$ cat config.mk
export PLATFORM = sky130hd
export DESIGN_NAME = sfm_status_code
export DESIGN_NICKNAME = d
export VERILOG_FILES = /design/src/rtl/sfm_pkg.sv /design/src/rtl/sfm_status_code.sv
export SDC_FILE = /design/constraint.sdc
export NUM_CORES = 1
export LEC_CHECK = 0
export BUFFER_PORTS_ARGS = -buffer_cell sky130_fd_sc_hd__buf_4
export CAP_MARGIN = 20
export CORE_UTILIZATION = 41
export CTS_CLUSTER_DIAMETER = 200
export CTS_CLUSTER_SIZE = 10
export DETAILED_ROUTE_END_ITERATION = 8
export GPL_ROUTABILITY_DRIVEN = 0
export GPL_TIMING_DRIVEN = 0
export PLACE_DENSITY = 0.67
export SKIP_LAST_GASP = 1
export SLEW_MARGIN = 20
export SYNTH_ARGS = -nofsm -noshare
export SYNTH_HDL_FRONTEND = slang
export SYNTH_SLANG_ARGS = --single-unit
export TNS_END_PERCENT = 30
$ cat constraint.sdc
create_clock -name clk_sys -period 3.1 [get_ports clk_sys]
set_input_delay 0.62 -clock clk_sys [delete_from_list [all_inputs] [get_ports clk_sys]]
set_output_delay 0.62 -clock clk_sys [all_outputs]
set_load 0.02 [all_outputs]
$ cat src/rtl/sfm_pkg.sv
// Package for the status word and code map block
// Summary of operation
// - Carry bit 7 from add carry or borrow
// - Half carry bit 6 from nibble carry/borrow
// - Bits 5 and 1 are software-only flags
// - Bank select bits 4:3 pick register bank
// - Overflow on signed add/add_with_carry/subtract_with_borrow overflow
// - Overflow when multiply product exceeds 255
// - Overflow on divide by zero
// - Those instructions clear overflow otherwise
// - Parity bit 0 read-only, odd accumulator ones
// - Status word at 0xD0, bit/byte, resets zero
// - Sixty-four kilobyte program address space
// - Instruction type selects program or data space
// - Largest variant has 8192 bytes code
// - Top 512 bytes reserved for factory
// - Smaller variants have 4096, 2048, 1536 bytes
// - No code writes; byte reads allowed
// - Eight registers per bank, one active
package sfm_pkg;
  localparam logic [7:0]  PSW_ADDR      = 8'hD0;
  localparam logic [7:0]  PSW_RESET     = 8'h00;
  localparam int          BIT_CY        = 7;
  localparam int          BIT_AC        = 6;
  localparam int          BIT_UF0       = 5;
  localparam int          BIT_BS_HI     = 4;
  localparam int          BIT_BS_LO     = 3;
  localparam int          BIT_OV        = 2;
  localparam int          BIT_UF1       = 1;
  localparam int          BIT_PAR       = 0;
  localparam logic [7:0]  RD_ZERO       = 8'h00;
  localparam int          CODE_AW       = 16;
  localparam logic [16:0] CODE_SPACE    = 17'h10000;
  localparam logic [15:0] SIZE_V0       = 16'h2000;
  localparam logic [15:0] SIZE_V1       = 16'h1000;
  localparam logic [15:0] SIZE_V2       = 16'h0800;
  localparam logic [15:0] SIZE_V3       = 16'h0600;
  localparam logic [15:0] FACTORY_BASE  = 16'h1E00;
  localparam logic [15:0] FACTORY_TOP   = 16'h1FFF;
  localparam int          BANK_REGS     = 8;

  typedef enum logic [2:0] {
    OP_NONE, OP_ADD, OP_ADD_WITH_CARRY, OP_SUBTRACT_WITH_BORROW, OP_MUL, OP_DIV, OP_OTHER
  } sfm_op_type;

  typedef struct packed {
    sfm_op_type op;
    logic [7:0] a;
    logic [7:0] b;
  } sfm_alu_type;
endpackage : sfm_pkg

$ cat src/rtl/sfm_status_code.sv
// Status word flags, register bank mapping and code space map
//
// Implementation choice: the strobed register port.
module sfm_status_code (
  // Clock and reset
  input  wire logic                clk_sys,
  input  wire logic                rst,
  // Arithmetic event from the core, one cycle
  input  wire sfm_pkg::sfm_alu_type alu_in,
  input  wire logic [7:0]          acc_value,
  // Register port
  input  wire logic [7:0]          reg_addr,
  input  wire logic [7:0]          reg_wdata,
  input  wire logic                reg_wr,
  input  wire logic                reg_rd,
  input  wire logic                bit_mode,
  input  wire logic [2:0]          bit_sel,
  output logic [7:0]               reg_rdata,
  // Register bank addressing
  input  wire logic [2:0]          work_reg_idx,
  output logic [7:0]               work_reg_addr,
  output logic [1:0]               bank_select,
  // Code space
  input  wire logic [1:0]          variant_sel,
  input  wire logic                code_rd,
  input  wire logic                code_wr,
  input  wire logic [15:0]         code_addr,
  output logic                     code_mem_en,
  output logic [15:0]              code_mem_addr,
  output logic                     code_in_range,
  output logic                     code_factory,
  output logic                     code_wr_blocked,
  // Flag view
  output logic [7:0]               program_status_word
);
  // Stored fields are split into registers by writing process (CY and AC share one) so that every process owns its bits
  logic [1:0]  cyac_r;
  logic        uf0_r;
  logic [1:0]  bank_r;
  logic        ov_r;
  logic        uf1_r;
  logic [7:0]  rdata_r;
  logic        parity;
  logic [8:0]  sum9;
  logic [4:0]  nib5;
  logic [15:0] prod;
  logic        cin;
  logic        sub;
  logic [7:0]  bop;
  logic        ovf_add;
  logic        hw_wr;
  logic [15:0] code_size;
  sfm_pkg::sfm_op_type op;

  assign op  = alu_in.op;
  assign cin = cyac_r[1];
  assign sub = (op == sfm_pkg::OP_SUBTRACT_WITH_BORROW);
  assign bop = sub ? ~alu_in.b : alu_in.b;

  // Subtract as a + ~b + ~borrow; carry out inverted gives borrow
  always_comb begin
    logic c0;
    c0 = 1'b0;
    case (op)
      sfm_pkg::OP_ADD_WITH_CARRY: c0 = cin;
      sfm_pkg::OP_SUBTRACT_WITH_BORROW: c0 = ~cin;
      default:          c0 = 1'b0;
    endcase
    sum9 = {1'b0, alu_in.a} + {1'b0, bop} + {8'h00, c0};
    nib5 = {1'b0, alu_in.a[3:0]} + {1'b0, bop[3:0]} + {4'h0, c0};
  end

  assign ovf_add = (alu_in.a[7] == bop[7]) && (sum9[7] != alu_in.a[7]);
  assign prod    = alu_in.a * alu_in.b;
  assign parity  = ^acc_value;

  assign hw_wr = reg_wr && (reg_addr == sfm_pkg::PSW_ADDR);

  // Carry and half carry: hardware result beats a software write
  always_ff @(posedge clk_sys or posedge rst) begin
    if (rst) begin
      cyac_r <= sfm_pkg::PSW_RESET[7:6];
    end else if (op == sfm_pkg::OP_ADD || op == sfm_pkg::OP_ADD_WITH_CARRY ||
                 op == sfm_pkg::OP_SUBTRACT_WITH_BORROW) begin
      cyac_r[1] <= sub ? ~sum9[8] : sum9[8];
      cyac_r[0] <= sub ? ~nib5[4] : nib5[4];
    end else if (op == sfm_pkg::OP_MUL || op == sfm_pkg::OP_DIV ||
                 op == sfm_pkg::OP_OTHER) begin
      cyac_r <= 2'b00;
    end else if (hw_wr) begin
      if (bit_mode) begin
        if (bit_sel == 3'(sfm_pkg::BIT_CY))
          cyac_r[1] <= reg_wdata[0];
        if (bit_sel == 3'(sfm_pkg::BIT_AC))
          cyac_r[0] <= reg_wdata[0];
      end else begin
        cyac_r <= reg_wdata[7:6];
      end
    end
  end

  // User flags and bank select change only by software
  always_ff @(posedge clk_sys or posedge rst) begin
    if (rst) begin
      uf0_r  <= sfm_pkg::PSW_RESET[5];
      bank_r <= sfm_pkg::PSW_RESET[4:3];
      uf1_r  <= sfm_pkg::PSW_RESET[1];
    end else if (hw_wr) begin
      if (bit_mode) begin
        if (bit_sel == 3'(sfm_pkg::BIT_UF0))
          uf0_r <= reg_wdata[0];
        if (bit_sel == 3'(sfm_pkg::BIT_BS_HI))
          bank_r[1] <= reg_wdata[0];
        if (bit_sel == 3'(sfm_pkg::BIT_BS_LO))
          bank_r[0] <= reg_wdata[0];
        if (bit_sel == 3'(sfm_pkg::BIT_UF1))
          uf1_r <= reg_wdata[0];
      end else begin
        uf0_r  <= reg_wdata[5];
        bank_r <= reg_wdata[4:3];
        uf1_r  <= reg_wdata[1];
      end
    end
  end

  // Overflow: arithmetic result beats a software write
  always_ff @(posedge clk_sys or posedge rst) begin
    if (rst) begin
      ov_r <= sfm_pkg::PSW_RESET[2];
    end else begin
      case (op)
        sfm_pkg::OP_ADD, sfm_pkg::OP_ADD_WITH_CARRY, sfm_pkg::OP_SUBTRACT_WITH_BORROW:
          ov_r <= ovf_add;
        sfm_pkg::OP_MUL:
          ov_r <= (prod[15:8] != 8'h00);
        sfm_pkg::OP_DIV:
          ov_r <= (alu_in.b == 8'h00);
        default: begin
          if (hw_wr && (!bit_mode || bit_sel == 3'(sfm_pkg::BIT_OV)))
            ov_r <= bit_mode ? reg_wdata[0] : reg_wdata[2];
        end
      endcase
    end
  end

  // Bit 0 has no storage; parity is substituted on every view
  assign program_status_word = {cyac_r, uf0_r, bank_r, ov_r, uf1_r, parity};

  // Read data one cycle after the strobe; bit mode returns bit in lsb
  always_ff @(posedge clk_sys or posedge rst) begin
    if (rst) begin
      rdata_r <= sfm_pkg::RD_ZERO;
    end else if (reg_rd && reg_addr == sfm_pkg::PSW_ADDR) begin
      rdata_r <= bit_mode ? {7'h00, program_status_word[bit_sel]}
                          : program_status_word;
    end else begin
      rdata_r <= sfm_pkg::RD_ZERO;
    end
  end
  assign reg_rdata = rdata_r;

  // Working register address: bank base plus register index
  assign bank_select   = bank_r;
  assign work_reg_addr = {3'b000, bank_select, work_reg_idx};

  // Code size by variant
  always_comb begin
    case (variant_sel)
      2'd0:    code_size = sfm_pkg::SIZE_V0;
      2'd1:    code_size = sfm_pkg::SIZE_V1;
      2'd2:    code_size = sfm_pkg::SIZE_V2;
      2'd3:    code_size = sfm_pkg::SIZE_V3;
      default: code_size = sfm_pkg::SIZE_V0;
    endcase
  end

  // Full 16-bit address space; only the implemented part responds
  assign code_in_range = code_addr < code_size;
  assign code_factory  = (variant_sel == 2'd0) &&
                         (code_addr >= sfm_pkg::FACTORY_BASE) &&
                         (code_addr <= sfm_pkg::FACTORY_TOP);
  // Code fetches come only from code_rd, never from data accesses
  assign code_mem_en   = code_rd && code_in_range;
  assign code_mem_addr = code_addr;
  // Firmware writes toward code are always dropped
  assign code_wr_blocked = code_wr;
endmodule : sfm_status_code

Word-level counts from Yosys, hierarchy flattened
Index checks and enable logic that the tools add are counted.

storage, ports and cells
  register bits = 15
  bits in latches = 0
  RAM bits = 0
  memory bits (read-only) = 0
  bits of input ports = 74
  output and inout port bits = 46
  logic and storage cells = 97
  memories = 0

cells by class
  $add $sub $neg = 4
  multipliers = 1
  div/mod/pow operators = 0
  magnitude comparators = 4
  equal/unequal tests = 25
  shifts and indexed selects = 0
  muxes and demuxes = 25
  bitwise operators = 4
  reduce and logical (&&, ||, !) cells = 26

operator list
  kind                    number
  $pmux W16 S4            1
  $mux W8                 3
  $eq A3 B3 Y1 const B    7
  $ge A16 B13 Y1 const B  1
  $le A16 B13 Y1 const B  1
  $lt A16 B16 Y1          1
  $mul A8 B8 Y16          1
  $mux W1                 13
  $eq A3 B2 Y1 const B    4
  $reduce_and A2 Y1       6
  $mux W2                 5
  $add A8 B8 Y9           1
  $add A9 B1 Y9           1
  $eq A8 B8 Y1 const B    1
  $logic_not A8 Y1        1
  $ne A2 B1 Y1 const B    4
  $ne A4 B1 Y1 const B    2
  $not A8 Y8              1
  $reduce_bool A8 Y1      1
  $reduce_xor A8 Y1       1
  $logic_and A1 B1 Y1     7
  $eq A3 B1 Y1 const B    2
  $add A4 B4 Y5           1
  $add A5 B1 Y5           1
  other kinds (15)        22

Depth between registers and ports, before layout
  depth after elaboration = 7
  depth in mapped cells = 17

Least setup slack after synthesis
OpenSTA, ideal clock, no wires.

  path kind = in2reg
  start point = in alu_in[7] in the netlist's numbering
  end point = reg ov_r
  arrival time = 4.546 ns
  required time = 2.969 ns
  setup slack = -1.577 ns
  stages on the path = 14
  path buffers = 1
  cells stage by stage = clkbuf_1 nand2_1 fa_1 fa_1 fa_1 fa_1 inv_1 ha_1 a21o_1 a21o_1 a221oi_1 mux2i_1 nor4_1 a21oi_1

on the way
  longest elaborated chain between the ends = 7
  elaborated cells between the ends (all ways) = 11

ends and longest elaborated chain
  item                  line                    RTL
  start, declared       sfm_status_code.sv:9    input wire sfm_pkg::sfm_alu_type alu_in,
  $not A8 Y8            sfm_status_code.sv:58   assign bop = sub ? ~alu_in.b : alu_in.b;
  $mux W8               sfm_status_code.sv:58
  $add A8 B8 Y9         sfm_status_code.sv:69   sum9 = {1'b0, alu_in.a} + {1'b0, bop} + {8'h00, c0};
  $add A9 B1 Y9         sfm_status_code.sv:69
  $ne A1 B1 Y1          sfm_status_code.sv:73   assign ovf_add = (alu_in.a[7] == bop[7]) && (sum9[7] != alu_in.a[7]);
  $logic_and A1 B1 Y1   sfm_status_code.sv:73
  $pmux W1 S3 (*)       sfm_status_code.sv:131  case (op)
  end signal, assigned  sfm_status_code.sv:129  ov_r <= sfm_pkg::PSW_RESET[2];
  end signal, assigned  sfm_status_code.sv:133  ov_r <= ovf_add;
  end signal, assigned  sfm_status_code.sv:135  ov_r <= (prod[15:8] != 8'h00);
  end, declared         sfm_status_code.sv:40   logic ov_r;

Mark *: on every way between the ends. The rest lies on a longest branch, timed or not.
A chain may end at the register's enable or synchronous reset.

Worst setup path in the final report
  start point = in alu_in[4] in the netlist's numbering
  end point = reg ov_r

The elaborated chain is that of the path after synthesis.

==> impl.org <==
** Floorplanning
- The die covers 9340 um2.
- Effective utilization at floorplan :: 42.3%
- Number of placement rows :: 34
- Horizontal die dimension :: 96.6 um
- For this design the top-level I/O count stands at 120.
- Measured along the y axis, the die boundary spans 96.6 um.
- Core region area :: 8680 um2

** Min path
- Kind of path behind the tightest hold check :: in2async

** Clock network
- In this run the clock root is driven by a clkbuf_8.
- Clk_lat worst skew :: 0.25 ns
- TritonCTS created 3 clock buffers.
- The tree built by TritonCTS fans out to 15 sinks.
- Number of buffers added to fix hold violations after cts :: 0
- TritonCTS clock tree :: built
- Clock slew at reported path FFs :: 0.06 ns
- In this run the deepest clock path goes through 2 buffers.
- H-tree level count :: 1

** Synth
- Synthesized area :: 3670 um2
- Yosys mapped the design onto 57 distinct sky130hd cell types.
- The share of the Yosys chip area taken by registers is 10.2%.
- Ys async rst share :: 100%
- Of the total synthesized cell area, the portion taken by XOR and XNOR cells is 4.06%.
- Counting every instance in the synthesized netlist gives 435.
- Adder-Cell Fraction of Synth Area :: 34.4%
- In this run, synthesis produced a sequential element count of 15.
- Post-synthesis simple-gate area fraction :: 21.2%
- Summing the areas of all compound-gate instances in the mapped netlist gives 13.5% of the synthesized area.
- Largest family of logic cells by synthesized area :: adder cells
- After synthesis, the share of cell area in mux cells is 3.10%.
- Averaged over all synthesized cells, the footprint is 8.44 um2.
- Most used flip-flop cell after synthesis :: dfrtp_1
- Count of synthesis-stage warnings from yosys :: 0
- In this run, synthesis inferred 0 flip-flops with an integrated enable.

** Setup path
- Most frequent CP cell :: fa_2
- Counting both buffers and inverters, the worst setup path holds a total of 3.
- For the worst flop-to-flop path, the logic depth is 6.
- The slowest stage of the critical path is the fa_1 cell.
- The worst register-to-register path ends at ov_r.
- Walking the worst path, the cells encountered are clkbuf_16 -> and2_4 -> fa_1 -> inv_1 -> fa_2 -> inv_2 -> fa_2 -> fa_2 -> ha_4 -> a21o_1 -> a21o_1 -> a221oi_2 -> mux2i_1 -> nor4_2 -> a21oi_1.
- The worst register-to-register path begins at cyac_r[1].
- Crit-path max FO :: 10
- Crit. End Element :: flip-flop
- The kind of cell with the highest combined delay along the critical path is adder cells.
- Critical path launch point type :: input port
- CP Data Required Time :: 3.26 ns
- CP peak stage delay :: 0.53 ns
- Slack of the worst reg-to-reg path :: 1.06 ns
- The critical path runs through a total of 15 cells.
- Startpoint of the most critical setup path :: alu_in[4]
- Arrival time reported for the critical path endpoint :: 4.33 ns
- By startpoint and endpoint, the worst setup path is classified as in2reg.

** STA
- Time the final worst path needs with I/O delays and setup :: 4.17 ns
- Hold timing on the final database bottoms out at a slack of 0.424 ns.
- Static timing analysis puts the maximum clock frequency at 240 MHz.
- Final setup violating endpoints :: 1
- Measured against its own limit, the worst slew margin works out to 62.1%.
- The final-report hold violation count is 0.
- Setup ws final :: -1.07 ns
- Final-report max-slew violation count :: 0
- Dividing the final minimum period by the clock period gives 135%.
- Layout Skew :: 0.00163 ns
- Setup_tns :: -1.07 ns
- Slew at the pin with the worst max-slew slack :: 0.568 ns
- Setup repair after global routing missed its margin :: yes

** Cells and area
- The number of antenna diodes in the final layout is 0.
- Most frequent cells in the layout :: buf_4 (122), inv_1 (45), ha_1 (40), and2_1 (39), nand2_1 (32)
- After routing the design area is 4820 um2.
- The post-route netlist has 32.4% of its cells at a drive strength greater than 1.
- Net count, final :: 692
- Area growth, synth to finish :: 31.4%
- The library cell used most frequently in the layout, excluding fill and tap cells, is buf_4.

** GRT
- The via count of the first global-routing pass came to 3256.
- Across every metal layer, demand over resource in global routing totals 19.7%.
- The first global-routing pass estimated 15400 um of wire.
- After global routing the overflow that remains totals 0.
- Largest net degree at the start of global routing :: 16
- The initial antenna violation count came to 0.

** Drt
- Average via count per standard cell :: 5.22
- Number of design-rule violations left by the first detailed-router iteration :: 134
- The pre-antenna-repair detailed-routing pass consisted of 5 iterations.
- For this run, design rule violations remaining after detail routing come to 0.
- Once detail routing completed, the nets flagged for antenna violations numbered 0.
- The final layout contains routed wiring with a total length of 9310 um.
- In the final routed layout, each cell accounts on average for 14.4 um.
- The routed layout has 3366 vias.

** Pwr
- Summed over all cells, the static leakage comes to 2.38 nW.
- IR analysis of the VDD net gives a maximum drop of 0.291 mV.
- The design draws 2.00 mW.
- Power Density :: 415 nW/um2

** Placement
- DP Area :: 4590 um2
- Input and output buffers added on the ports amount to 91.
- Final HPWL from detailed placement :: 7330 um

** Status
- Status :: finished, violations left
- Violations in the final reports :: setup timing

** Run
- Max-cap violations in this run came to 0.
==> repair_timing <==
| item | CTS | global route |
|---|---|---|
| cloned | 0 | 0 |
| endpoints found under the hold margin | 0 | 0 |
| pin swaps | 12 | 26 |
| gates resized for setup | 18 | 18 |
| buffers inserted | 2 | 3 |
| setup endpoints to repair | 1 | 2 |
==> report_power, final <==
group / switching, mW / internal [mW] / total (mW)
logic: 0.836 / 0.792 / 1.63
clock network: 0.0691 / 0.0912 / 0.160
registers: 0.00868 / 0.202 / 0.210
total: 0.914 / 1.09 / 2.00
==> routing by layer <==
layer	wire (um)	global-route usage, %	vias to the layer above
li1	-	-	1647
met1	4240	27.9	1586
met2	4460	33.4	125
met3	564	2.17	8
met4	43	1.84	0
met5	0	0	-
==> logic make-up after synthesis <==
group / after synthesis
AND/OR/NAND/NOR: 141
buffers and inverters: 96
adder cells (fa/ha/maj): 80
AO/OA/AOI/OAI: 75
XOR/XNOR: 17
flip-flops: 15
multiplexers: 10
other: 1
==> per-stage QoR <==
step,instances,setup WS (ns),util (%)
floorplan,437,-1.15,-
global placement,636,-1.52,52.9
detailed placement,636,-1.57,52.9
CTS,642,-1.13,54.6
global route,645,-1.23,55.6
finish,645,-1.07,55.6
==> layout make-up <==
class                      count  area [um2]
fill                         808        3860
clock buffer                   4        45.0
inverter                      49         186
multi-input combinational    326        2950
timing repair buffer          96         743
tap                          108         135
sequential                    15         375
buffer                        47         387
==> registers in the layout, summed over array words and instances (netlist names) <==
| signal | cells |
|---|---|
| cyac_r | 2 |
| reg_rdata | 8 |
| uf0_r | 1 |
| bank_select | 2 |
| ov_r | 1 |
| uf1_r | 1 |
==> synth_stat cells (all sizes together) (5+ instances only) <==
cell type	n	share of area, %
and2	44	7.5
o21a	6	1.2
mux2i	8	2.2
nand2	33	3.4
inv	49	5.1
o22ai	7	1.2
dfrtp	15	10
nand2b	10	1.7
nor2	12	1.2
fa	35	19
a211oi	5	1.0
xnor2	16	3.8
buf	33	6.9
a21oi	22	3.0
clkbuf	14	1.4
o21ai	11	1.5
nand3	7	0.95
nor3	7	0.95
ha	45	15
==> worst max path at each step <==
stage,to
after global routing,ov_r
after CTS,ov_r
after detailed placement,ov_r
after floorplan,ov_r
after global placement,ov_r
final,ov_r
Note: power is estimated with default switching activity, not from simulation.
